## src/ctf_pkg.sv

```systemverilog
package ctf_pkg;
  localparam logic [1:0] MODE_SLEEP = 2'h0;
  localparam logic [1:0] MODE_LISTEN = 2'h1;
  localparam logic [1:0] MODE_SLEEP_WU = 2'h2;
  localparam logic [1:0] MODE_NORMAL = 2'h3;
  localparam logic [1:0] MODE_RESET = MODE_NORMAL;

  localparam int CLK_PERIOD_NS = 25;
  localparam int SHORT_SAMPLE_NS = 500;
  localparam int SHORT_SAMPLE_CYC =
    (SHORT_SAMPLE_NS + CLK_PERIOD_NS - 1) / CLK_PERIOD_NS;
  localparam int SHORT_STREAK = 5;
  localparam int RX_REC_STREAK = 7;
  localparam int TXD_DOM_TIMEOUT_US = 1000;
  localparam int BUS_DOM_TIMEOUT_US = 1000;
  localparam int TXD_DOM_TIMEOUT_CYC =
    (TXD_DOM_TIMEOUT_US * 1000 + CLK_PERIOD_NS - 1) / CLK_PERIOD_NS;
  localparam int BUS_DOM_TIMEOUT_CYC =
    (BUS_DOM_TIMEOUT_US * 1000 + CLK_PERIOD_NS - 1) / CLK_PERIOD_NS;

  localparam logic [7:0] ADDR_CTRL = 8'h00;
  localparam logic [7:0] ADDR_STATUS = 8'h04;
  localparam logic [7:0] ADDR_MASK = 8'h08;
  localparam logic [7:0] ADDR_DIAG = 8'h0C;
  localparam logic [7:0] ADDR_STATE = 8'h10;

  localparam int CTRL_MODE_LSB = 0;
  localparam int CTRL_MODE_MSB = 1;
  localparam int CTRL_INHIBIT = 2;
  localparam int ERR_N = 4;
  localparam int ERR_TXD_DOM = 0;
  localparam int ERR_RX_REC = 1;
  localparam int ERR_BUS_DOM = 2;
  localparam int ERR_OT = 3;
  localparam int DIAG_N = 3;
  localparam logic [ERR_N-1:0] MASK_RESET = 4'hF;

  localparam int IN_N = 7;
  localparam int IN_TXD = 0;
  localparam int IN_BUS_DOM = 1;
  localparam int IN_CANL_LOW = 2;
  localparam int IN_CANH_HIGH = 3;
  localparam int IN_OVERCUR = 4;
  localparam int IN_OT = 5;
  localparam int IN_COOL = 6;
  localparam logic [IN_N-1:0] SYNC_RESET = 7'h41;
endpackage

```

## src/ctf_ctrl.sv

```systemverilog
// Functional notes
// - Normal mode drives transmit level onto bus and reports bus level.
// - Transmit high leaves drivers off; transmit low turns drivers on.
// - Listen-only reports bus level, drivers off, transmit pulled high.
// - Low-power entry forces sleep with wake-up unless mode is sleep 00.
// - Asleep in low-power: driver, receiver off, bus and pins pulled low.
// - Leaving low-power restores the mode held just before entry.
// - Transmit stuck low: drivers off, receiver on, mode MSB cleared, flag.
// - After transmit fault, recover on normal mode and txd high; thermal fault as below.
// - Transmit, receive and bus-dominant monitors run only in normal/listen.
// - Seven recessive samples: drivers, receiver off, MSB cleared, flag.
// - Low line below 0.5 V five times at sample point reports short.
// - High line above 5.2 V five times at sample point reports short.
// - Line current above 75 mA five times at sample point reports short.
// - Line shorts are only reported; driver and receiver stay enabled.
// - Bus dominant too long sets flag, driver stays enabled.
// - Overtemperature: drivers off, receiver on, MSB cleared, flag set.
// - Drivers stay off until cool and a transmit falling edge.
// - Error flags interrupt unless masked or inhibited; diagnostics never interrupt.
//
// The Wishbone slave port and the register addresses were chosen for this implementation.
module ctf_ctrl #(
  parameter int TXD_TO_CYC = ctf_pkg::TXD_DOM_TIMEOUT_CYC,
  parameter int BUS_TO_CYC = ctf_pkg::BUS_DOM_TIMEOUT_CYC
) (
  input wire logic clk_i,
  input wire logic rst_i,
  input wire logic wb_cyc_i,
  input wire logic wb_stb_i,
  input wire logic wb_we_i,
  input wire logic [7:0] wb_adr_i,
  input wire logic [3:0] wb_sel_i,
  input wire logic [31:0] wb_dat_i,
  output logic [31:0] wb_dat_o,
  output logic wb_ack_o,
  input wire logic txd_i,
  input wire logic bus_dom_i,
  input wire logic canl_low_i,
  input wire logic canh_high_i,
  input wire logic line_overcur_i,
  input wire logic overtemp_i,
  input wire logic temp_cool_i,
  input wire logic low_power_off_mode_i,
  output logic rxd_o,
  output logic bus_drive_o,
  output logic receiver_en_o,
  output logic bus_pulldown_o,
  output logic txd_pullup_o,
  output logic txd_pulldown_o,
  output logic irq_o
);
  import ctf_pkg::*;

  typedef enum {LP_AWAKE, LP_OFF} ctf_lp_state_t;

  localparam int TW = $clog2(TXD_TO_CYC + 1);
  localparam int BW = $clog2(BUS_TO_CYC + 1);
  localparam int SW = $clog2(SHORT_SAMPLE_CYC + 1);

  logic [IN_N-1:0] sync1, sync2;
  logic txd_s, bus_dom_s, ot_s, cool_s, txd_prev, ot_prev, txd_fall;
  ctf_lp_state_t lp_state;
  logic lp_enter, lp_exit, inhibit;
  logic [1:0] mode, saved_mode;
  logic [ERR_N-1:0] err_status, err_mask, err_ev;
  logic [DIAG_N-1:0] diag, short_hit, short_ev;
  logic txd_lock, ot_lock, rx_lock, mon_en, drv_path, rcv_on;
  logic [TW-1:0] txd_cnt;
  logic [BW-1:0] bus_cnt;
  logic [SW-1:0] smp_cnt;
  logic smp_pulse, txd_to_ev, bus_dom_ev, rx_ev, ot_ev, fault_ev;
  logic acc, wr, wr_ctrl;

  // Pins and analog comparators come from outside this clock
  always_ff @(posedge clk_i)
  begin
    if (rst_i)
    begin
      sync1 <= SYNC_RESET;
      sync2 <= SYNC_RESET;
      txd_prev <= 1'b1;
      ot_prev <= 1'b0;
    end
    else
    begin
      sync1 <= {temp_cool_i, overtemp_i, line_overcur_i, canh_high_i,
                canl_low_i, bus_dom_i, txd_i};
      sync2 <= sync1;
      txd_prev <= txd_s;
      ot_prev <= ot_s;
    end
  end

  assign txd_s = sync2[IN_TXD];
  assign bus_dom_s = sync2[IN_BUS_DOM];
  assign ot_s = sync2[IN_OT];
  assign cool_s = sync2[IN_COOL];
  assign txd_fall = txd_prev && !txd_s;

  // Wishbone slave: ack one cycle after the strobe, write at the ack edge
  assign acc = wb_cyc_i && wb_stb_i;
  assign wr = acc && wb_we_i && wb_ack_o && wb_sel_i[0];
  assign wr_ctrl = wr && (wb_adr_i == ADDR_CTRL);

  always_ff @(posedge clk_i)
  begin
    if (rst_i)
    begin
      wb_ack_o <= 1'b0;
      wb_dat_o <= '0;
    end
    else
    begin
      wb_ack_o <= acc && !wb_ack_o;
      if (acc && !wb_ack_o)
      begin
        case (wb_adr_i)
          ADDR_CTRL: wb_dat_o <= {29'h0, inhibit, mode};
          ADDR_STATUS: wb_dat_o <= {28'h0, err_status};
          ADDR_MASK: wb_dat_o <= {28'h0, err_mask};
          ADDR_DIAG: wb_dat_o <= {29'h0, diag};
          ADDR_STATE: wb_dat_o <= {26'h0, lp_state == LP_OFF, rcv_on,
                                   drv_path, rx_lock, ot_lock, txd_lock};
          default: wb_dat_o <= '0;
        endcase
      end
    end
  end

  // Low-power tracker
  always_ff @(posedge clk_i)
  begin
    if (rst_i)
      lp_state <= LP_AWAKE;
    else
    begin
      case (lp_state)
        LP_AWAKE: if (low_power_off_mode_i) lp_state <= LP_OFF;
        LP_OFF: if (!low_power_off_mode_i) lp_state <= LP_AWAKE;
        default: lp_state <= LP_AWAKE;
      endcase
    end
  end

  assign lp_enter = (lp_state == LP_AWAKE) && low_power_off_mode_i;
  assign lp_exit = (lp_state == LP_OFF) && !low_power_off_mode_i;

  // Later assignments win: low-power entry over host write, fault last
  always_ff @(posedge clk_i)
  begin
    if (rst_i)
    begin
      mode <= MODE_RESET;
      saved_mode <= MODE_RESET;
      inhibit <= 1'b0;
    end
    else
    begin
      if (wr_ctrl)
      begin
        mode <= wb_dat_i[CTRL_MODE_MSB:CTRL_MODE_LSB];
        inhibit <= wb_dat_i[CTRL_INHIBIT];
      end
      if (lp_enter)
      begin
        saved_mode <= mode;
        if (mode != MODE_SLEEP)
          mode <= MODE_SLEEP_WU;
      end
      if (lp_exit)
        mode <= saved_mode;
      if (fault_ev)
        mode[CTRL_MODE_MSB] <= 1'b0;
    end
  end

  // Normal and listen-only are exactly the modes with the LSB set
  assign mon_en = mode[CTRL_MODE_LSB] && (lp_state == LP_AWAKE);
  assign drv_path = (mode == MODE_NORMAL) && (lp_state == LP_AWAKE)
                    && !txd_lock && !ot_lock && !rx_lock;
  assign rcv_on = mon_en && !rx_lock;

  // Timeouts saturate so each stuck episode fires once
  always_ff @(posedge clk_i)
  begin
    if (rst_i || !mon_en || txd_s)
      txd_cnt <= '0;
    else if (txd_cnt != TW'(TXD_TO_CYC))
      txd_cnt <= txd_cnt + TW'(1);
  end

  assign txd_to_ev = mon_en && !txd_s
                     && (txd_cnt == TW'(TXD_TO_CYC - 1));

  always_ff @(posedge clk_i)
  begin
    if (rst_i || !mon_en || !bus_dom_s)
      bus_cnt <= '0;
    else if (bus_cnt != BW'(BUS_TO_CYC))
      bus_cnt <= bus_cnt + BW'(1);
  end

  assign bus_dom_ev = mon_en && bus_dom_s
                      && (bus_cnt == BW'(BUS_TO_CYC - 1));

  // Sample point a fixed delay after transmit goes low
  always_ff @(posedge clk_i)
  begin
    if (rst_i || txd_s)
      smp_cnt <= '0;
    else if (smp_cnt != SW'(SHORT_SAMPLE_CYC))
      smp_cnt <= smp_cnt + SW'(1);
  end

  // Only meaningful while this node is actually driving dominant
  assign smp_pulse = drv_path && !txd_s
                     && (smp_cnt == SW'(SHORT_SAMPLE_CYC - 1));

  assign short_hit = {sync2[IN_OVERCUR], sync2[IN_CANH_HIGH],
                      sync2[IN_CANL_LOW]};

  genvar gi;
  generate
    for (gi = 0; gi < DIAG_N; gi++)
    begin : g_short
      ctf_streak #(
        .N(SHORT_STREAK)
      ) u_short (
        .clk_i(clk_i),
        .rst_i(rst_i),
        .clear_i(!drv_path),
        .sample_i(smp_pulse),
        .hit_i(short_hit[gi]),
        .detect_o(short_ev[gi])
      );
    end
  endgenerate

  // Driven dominant but the bus still reads recessive
  ctf_streak #(
    .N(RX_REC_STREAK)
  ) u_rx_rec (
    .clk_i(clk_i),
    .rst_i(rst_i),
    .clear_i(!mon_en),
    .sample_i(smp_pulse),
    .hit_i(!bus_dom_s),
    .detect_o(rx_ev)
  );

  // Sleep modes must not be degraded by heat, so watch only active modes
  assign ot_ev = ot_s && !ot_prev && mon_en;
  assign fault_ev = txd_to_ev || rx_ev || ot_ev;

  // Set wins over the recovery condition
  always_ff @(posedge clk_i)
  begin
    if (rst_i)
    begin
      txd_lock <= 1'b0;
      ot_lock <= 1'b0;
      rx_lock <= 1'b0;
    end
    else
    begin
      if (txd_to_ev)
        txd_lock <= 1'b1;
      else if (mode == MODE_NORMAL && txd_s)
        txd_lock <= 1'b0;
      if (ot_ev)
        ot_lock <= 1'b1;
      else if (mode == MODE_NORMAL && cool_s && !ot_s && txd_fall)
        ot_lock <= 1'b0;
      if (rx_ev)
        rx_lock <= 1'b1;
      else if (wr_ctrl
               && wb_dat_i[CTRL_MODE_MSB:CTRL_MODE_LSB] == MODE_NORMAL)
        rx_lock <= 1'b0;
    end
  end

  assign err_ev = {ot_ev, bus_dom_ev, rx_ev, txd_to_ev};

  // Sticky flags, write one to clear, a new event beats the clear
  always_ff @(posedge clk_i)
  begin
    if (rst_i)
    begin
      err_status <= '0;
      err_mask <= MASK_RESET;
      diag <= '0;
    end
    else
    begin
      err_status <= (err_status & ~((wr && wb_adr_i == ADDR_STATUS) ?
                     wb_dat_i[ERR_N-1:0] : '0)) | err_ev;
      diag <= (diag & ~((wr && wb_adr_i == ADDR_DIAG) ?
               wb_dat_i[DIAG_N-1:0] : '0)) | short_ev;
      if (wr && wb_adr_i == ADDR_MASK)
        err_mask <= wb_dat_i[ERR_N-1:0];
    end
  end

  // Pin outputs; shorts never reach these terms
  always_ff @(posedge clk_i)
  begin
    if (rst_i)
    begin
      bus_drive_o <= 1'b0;
      receiver_en_o <= 1'b0;
      rxd_o <= 1'b1;
      bus_pulldown_o <= 1'b0;
      txd_pullup_o <= 1'b0;
      txd_pulldown_o <= 1'b0;
      irq_o <= 1'b0;
    end
    else
    begin
      bus_drive_o <= drv_path && !txd_s;
      receiver_en_o <= rcv_on;
      if (lp_state == LP_OFF)
        rxd_o <= 1'b0;
      else
        rxd_o <= !(rcv_on && bus_dom_s);
      bus_pulldown_o <= lp_state == LP_OFF;
      txd_pulldown_o <= lp_state == LP_OFF;
      txd_pullup_o <= (mode == MODE_LISTEN)
                      && (lp_state == LP_AWAKE);
      irq_o <= |(err_status & err_mask) && !inhibit;
    end
  end
endmodule

```

## src/ctf_streak.sv

```systemverilog
module ctf_streak #(
  parameter int N = 5
) (
  input wire logic clk_i,
  input wire logic rst_i,
  input wire logic clear_i,
  input wire logic sample_i,
  input wire logic hit_i,
  output logic detect_o
);
  import ctf_pkg::*;
  localparam int W = $clog2(N + 1);
  logic [W-1:0] cnt;

  // A miss restarts the run, so only back-to-back hits count
  assign detect_o = sample_i && hit_i && (cnt == W'(N - 1));

  always_ff @(posedge clk_i)
  begin
    if (rst_i || clear_i)
      cnt <= '0;
    else if (sample_i)
    begin
      if (!hit_i || detect_o)
        cnt <= '0;
      else
        cnt <= cnt + W'(1);
    end
  end
endmodule

```

## config.mk

```make
export PLATFORM = sky130hd
export DESIGN_NAME = ctf_ctrl
export DESIGN_NICKNAME = d
export VERILOG_FILES = /design/src/ctf_pkg.sv /design/src/ctf_ctrl.sv /design/src/ctf_streak.sv
export SDC_FILE = /design/constraint.sdc
export NUM_CORES = 1
export LEC_CHECK = 0
export BUFFER_PORTS_ARGS = -buffer_cell sky130_fd_sc_hd__buf_2
export CAP_MARGIN = 40
export CORE_UTILIZATION = 59
export CTS_BUF_LIST = sky130_fd_sc_hd__clkbuf_8 sky130_fd_sc_hd__clkbuf_16
export DETAILED_ROUTE_END_ITERATION = 7
export HOLD_SLACK_MARGIN = 0.15
export PLACE_DENSITY = 0.91
export SYNTH_ARGS = -nofsm -noshare
export SYNTH_HDL_FRONTEND = slang
export SYNTH_SLANG_ARGS = --single-unit
```

## constraint.sdc

```tcl
create_clock -name clk_i -period 5.3 [get_ports clk_i]
set_clock_uncertainty 0.05 [all_clocks]
set_input_delay 0.53 -clock clk_i [delete_from_list [all_inputs] [get_ports clk_i]]
set_output_delay 0.53 -clock clk_i [all_outputs]
set_load 0.005 [all_outputs]
```

==> flow_summary.ini <==
[outcome]
status = completed

[route]
dr.first_iter.drc_count = 212
drt-met1-wl_mm = 3.98
dr.pass1.iters = 4
drc_errors = 0
drt-vias-per-instance = 5.77
met3_length_um = 445
drtAntennaViolNets = 0
wl_per_cell_um = 13.8
vias = 3787
top_layer = met4
routed_wirelength_mm = 9.08
wl_met2_mm = 4.51

[clock_tree]
numCtsBuffers = 9
cts_sinks = 98
tritoncts = done
cts-root-buf = clkbuf_8
path_clk_slew_ps = 110
cts-resized-gates = 0
cts_hold_buf = 0
cts.path.max_buffers = 2
h-tree-depth = 3
post-cts-setup-buffers = 0
clock_latency_ps = 370

[sta]
max_slew_margin_pct = 52.8
rsz0062_at_grt = no
fin_tns_setup_ps = 0
post-route-period-util_pct = 48.6
hold_viol_final = 0
slew_violations = 0
worstMarginPinSlew_ps = 708
finalSetupViolCount = 0
min_period_ps = 2570
max_freq_mhz = 388

[layout]
final_util_pct = 67.3
area_growth_pct = 7.96
layout_commonest_cell = dfxtp_1
drive_gt1_share_pct = 12.7
final_cell_mix = dfxtp_1 (98), nor2_1 (48), buf_2 (39), nand2_1 (36), a21oi_1 (31)
n_antenna_cell = 0
finalNetCount = 625

[setup_path]
cp_top_family = simple AND/OR/NAND/NOR gates
end_kind = register
path_buf_inv = 0
cp_data_arrival_time_ps = 2830
crit_chain = nor4b_2, nand4_1, or4b_1, a21oi_1
critPathSlowestCell = or4b_1
crit_path_max_fanout = 15
crit_type = reg -> reg
cp.required_ps = 5550
critPathLaunchType = register
critical_path.max_stage_delay_ps = 670

[global_route]
grt_max_degree = 39
grt_pass1_wl_mm = 15.5
track_usage_pct = 23.1
overflow = 0
antenna_found_initial = 0
grt_pass1_vias = 3510

[logic_synthesis]
synth_edf_count = 0
ys_ff_latch = 98
synth_cell_types = 54
synthArstFlopShare_pct = 0
netlist_area_um2 = 4620
post_synth.cell_area_avg_um2 = 8.90
ys_seq_area_share_pct = 42.5
ys_warn_count = 0
synthFlopType = dfxtp_1
synth_cells = 519

[placed_design]
place_congestion = 0.853
io_buffers = 39
post-dp-hpwl_mm = 6.53

[power]
max-vdd-ir-drop_v = 0.000191
power_density_nw_per_um2 = 289
power_w = 0.00144
power.leakage_nw = 1.87

[floorplan]
design.die.area_um2 = 8190
coreArea_um2 = 7410
dieHeight_um = 90.5
initial_core_util_pct = 62.4
dieWidth_um = 90.5
ioPinCount = 97
row_count = 31

[flow_run]
drv_cap = 0

[worst_hold_path]
min_path_type = in -> reg
## Yosys cell counts (4+ instances only)
master	count	area (µm²)
dfxtp_1	98	1960
or3_1	8	50.1
and3_1	6	37.5
o21ai_0	11	55.1
and4_1	7	61.3
nor4_1	7	43.8
nor3_1	13	65.1
a221oi_1	5	43.8
ha_1	16	200
nand4b_1	6	52.6
nand2_1	36	135
inv_1	29	109
buf_4	27	203
xor2_1	13	114
or2_2	5	31.3
and2_1	4	25.0
nand4_1	16	100
clkbuf_1	14	52.6
xnor2_1	16	140
nand3_1	23	115
nand2b_1	4	25.0
nor2b_1	17	106
mux2i_1	8	80.1
o31ai_1	4	30.0
nor2_1	48	180
a21oi_1	31	155
## sequential cells by signal (all words and copies together), names as in the netlist, 2 cells and up
signal and cells:
bus_cnt 16, txd_cnt 16, g_short.u_short.cnt 9, sync1 7, sync2 7, wb_dat_o 6
smp_cnt 5, err_mask 4, err_status 4, diag 3, u_rx_rec.cnt 3, mode 2
saved_mode 2
## routing by layer
layer  vias to the layer above  track usage (%)
met5                         -                0
met4                         0             9.68
met3                        15             4.80
met2                       119             39.3
met1                      1816             28.3
li1                       1837                -
## cells by family after synthesis
family	synth area share, %
AO/OA/AOI/OAI	10.0
XOR/XNOR	5.50
adder cells (fa/ha/maj)	4.33
buffers and inverters	8.07
flip-flops	42.5
multiplexers	3.44
other	0.0812
AND/OR/NAND/NOR	26.1
## final timing paths
check | startpoint | endpoint | slack (ps) | depth (start not counted)
setup / recovery | mode[1] | u_rx_rec.cnt[2] | 2730 | 4
hold / removal | temp_cool_i | sync1[6] | 280 | 2
setup reg to reg | mode[1] | u_rx_rec.cnt[2] | 2730 | 4
hold reg to reg | sync1[0] | sync2[0] | 360 | 1
## report_power, final
group,leakage (nW),internal [W],total [W],switching (W)
Clock,0.106,0.000238,0.000510,0.000272
Sequential,0.795,0.000761,0.000783,0.0000218
Combinational,0.973,0.0000586,0.000150,0.0000911
Total,1.87,0.00106,0.00144,0.000385
## worst reg2reg max path, delay by kind of cell, from the launching register on
| kind | cells | cell delay (ps) |
|---|---|---|
| flip-flops | 1 | 500 |
| AO/OA/AOI/OAI | 1 | 140 |
| AND/OR/NAND/NOR | 3 | 1820 |
## metrics by stage
stage	instance area (µm²)	instances	hold slack, ps	worst slack (ps)
final	4990	656	280	2730
after detailed placement	4780	640	347	2680
after global routing	4990	656	269	2580
after global placement	4780	640	347	2730
after floorplan	4710	544	339	3170
after CTS	4990	656	276	2760
## area by class of cell
type	instances	area, µm²
Fill cell	569	2420
Multi-Input combinational cell	374	2380
Sequential cell	98	1960
Timing Repair Buffer	40	203
Clock buffer	10	138
Tap cell	99	124
Inverter	29	109
Clock inverter	6	73.8
Note: power is estimated with default switching activity, not from simulation.
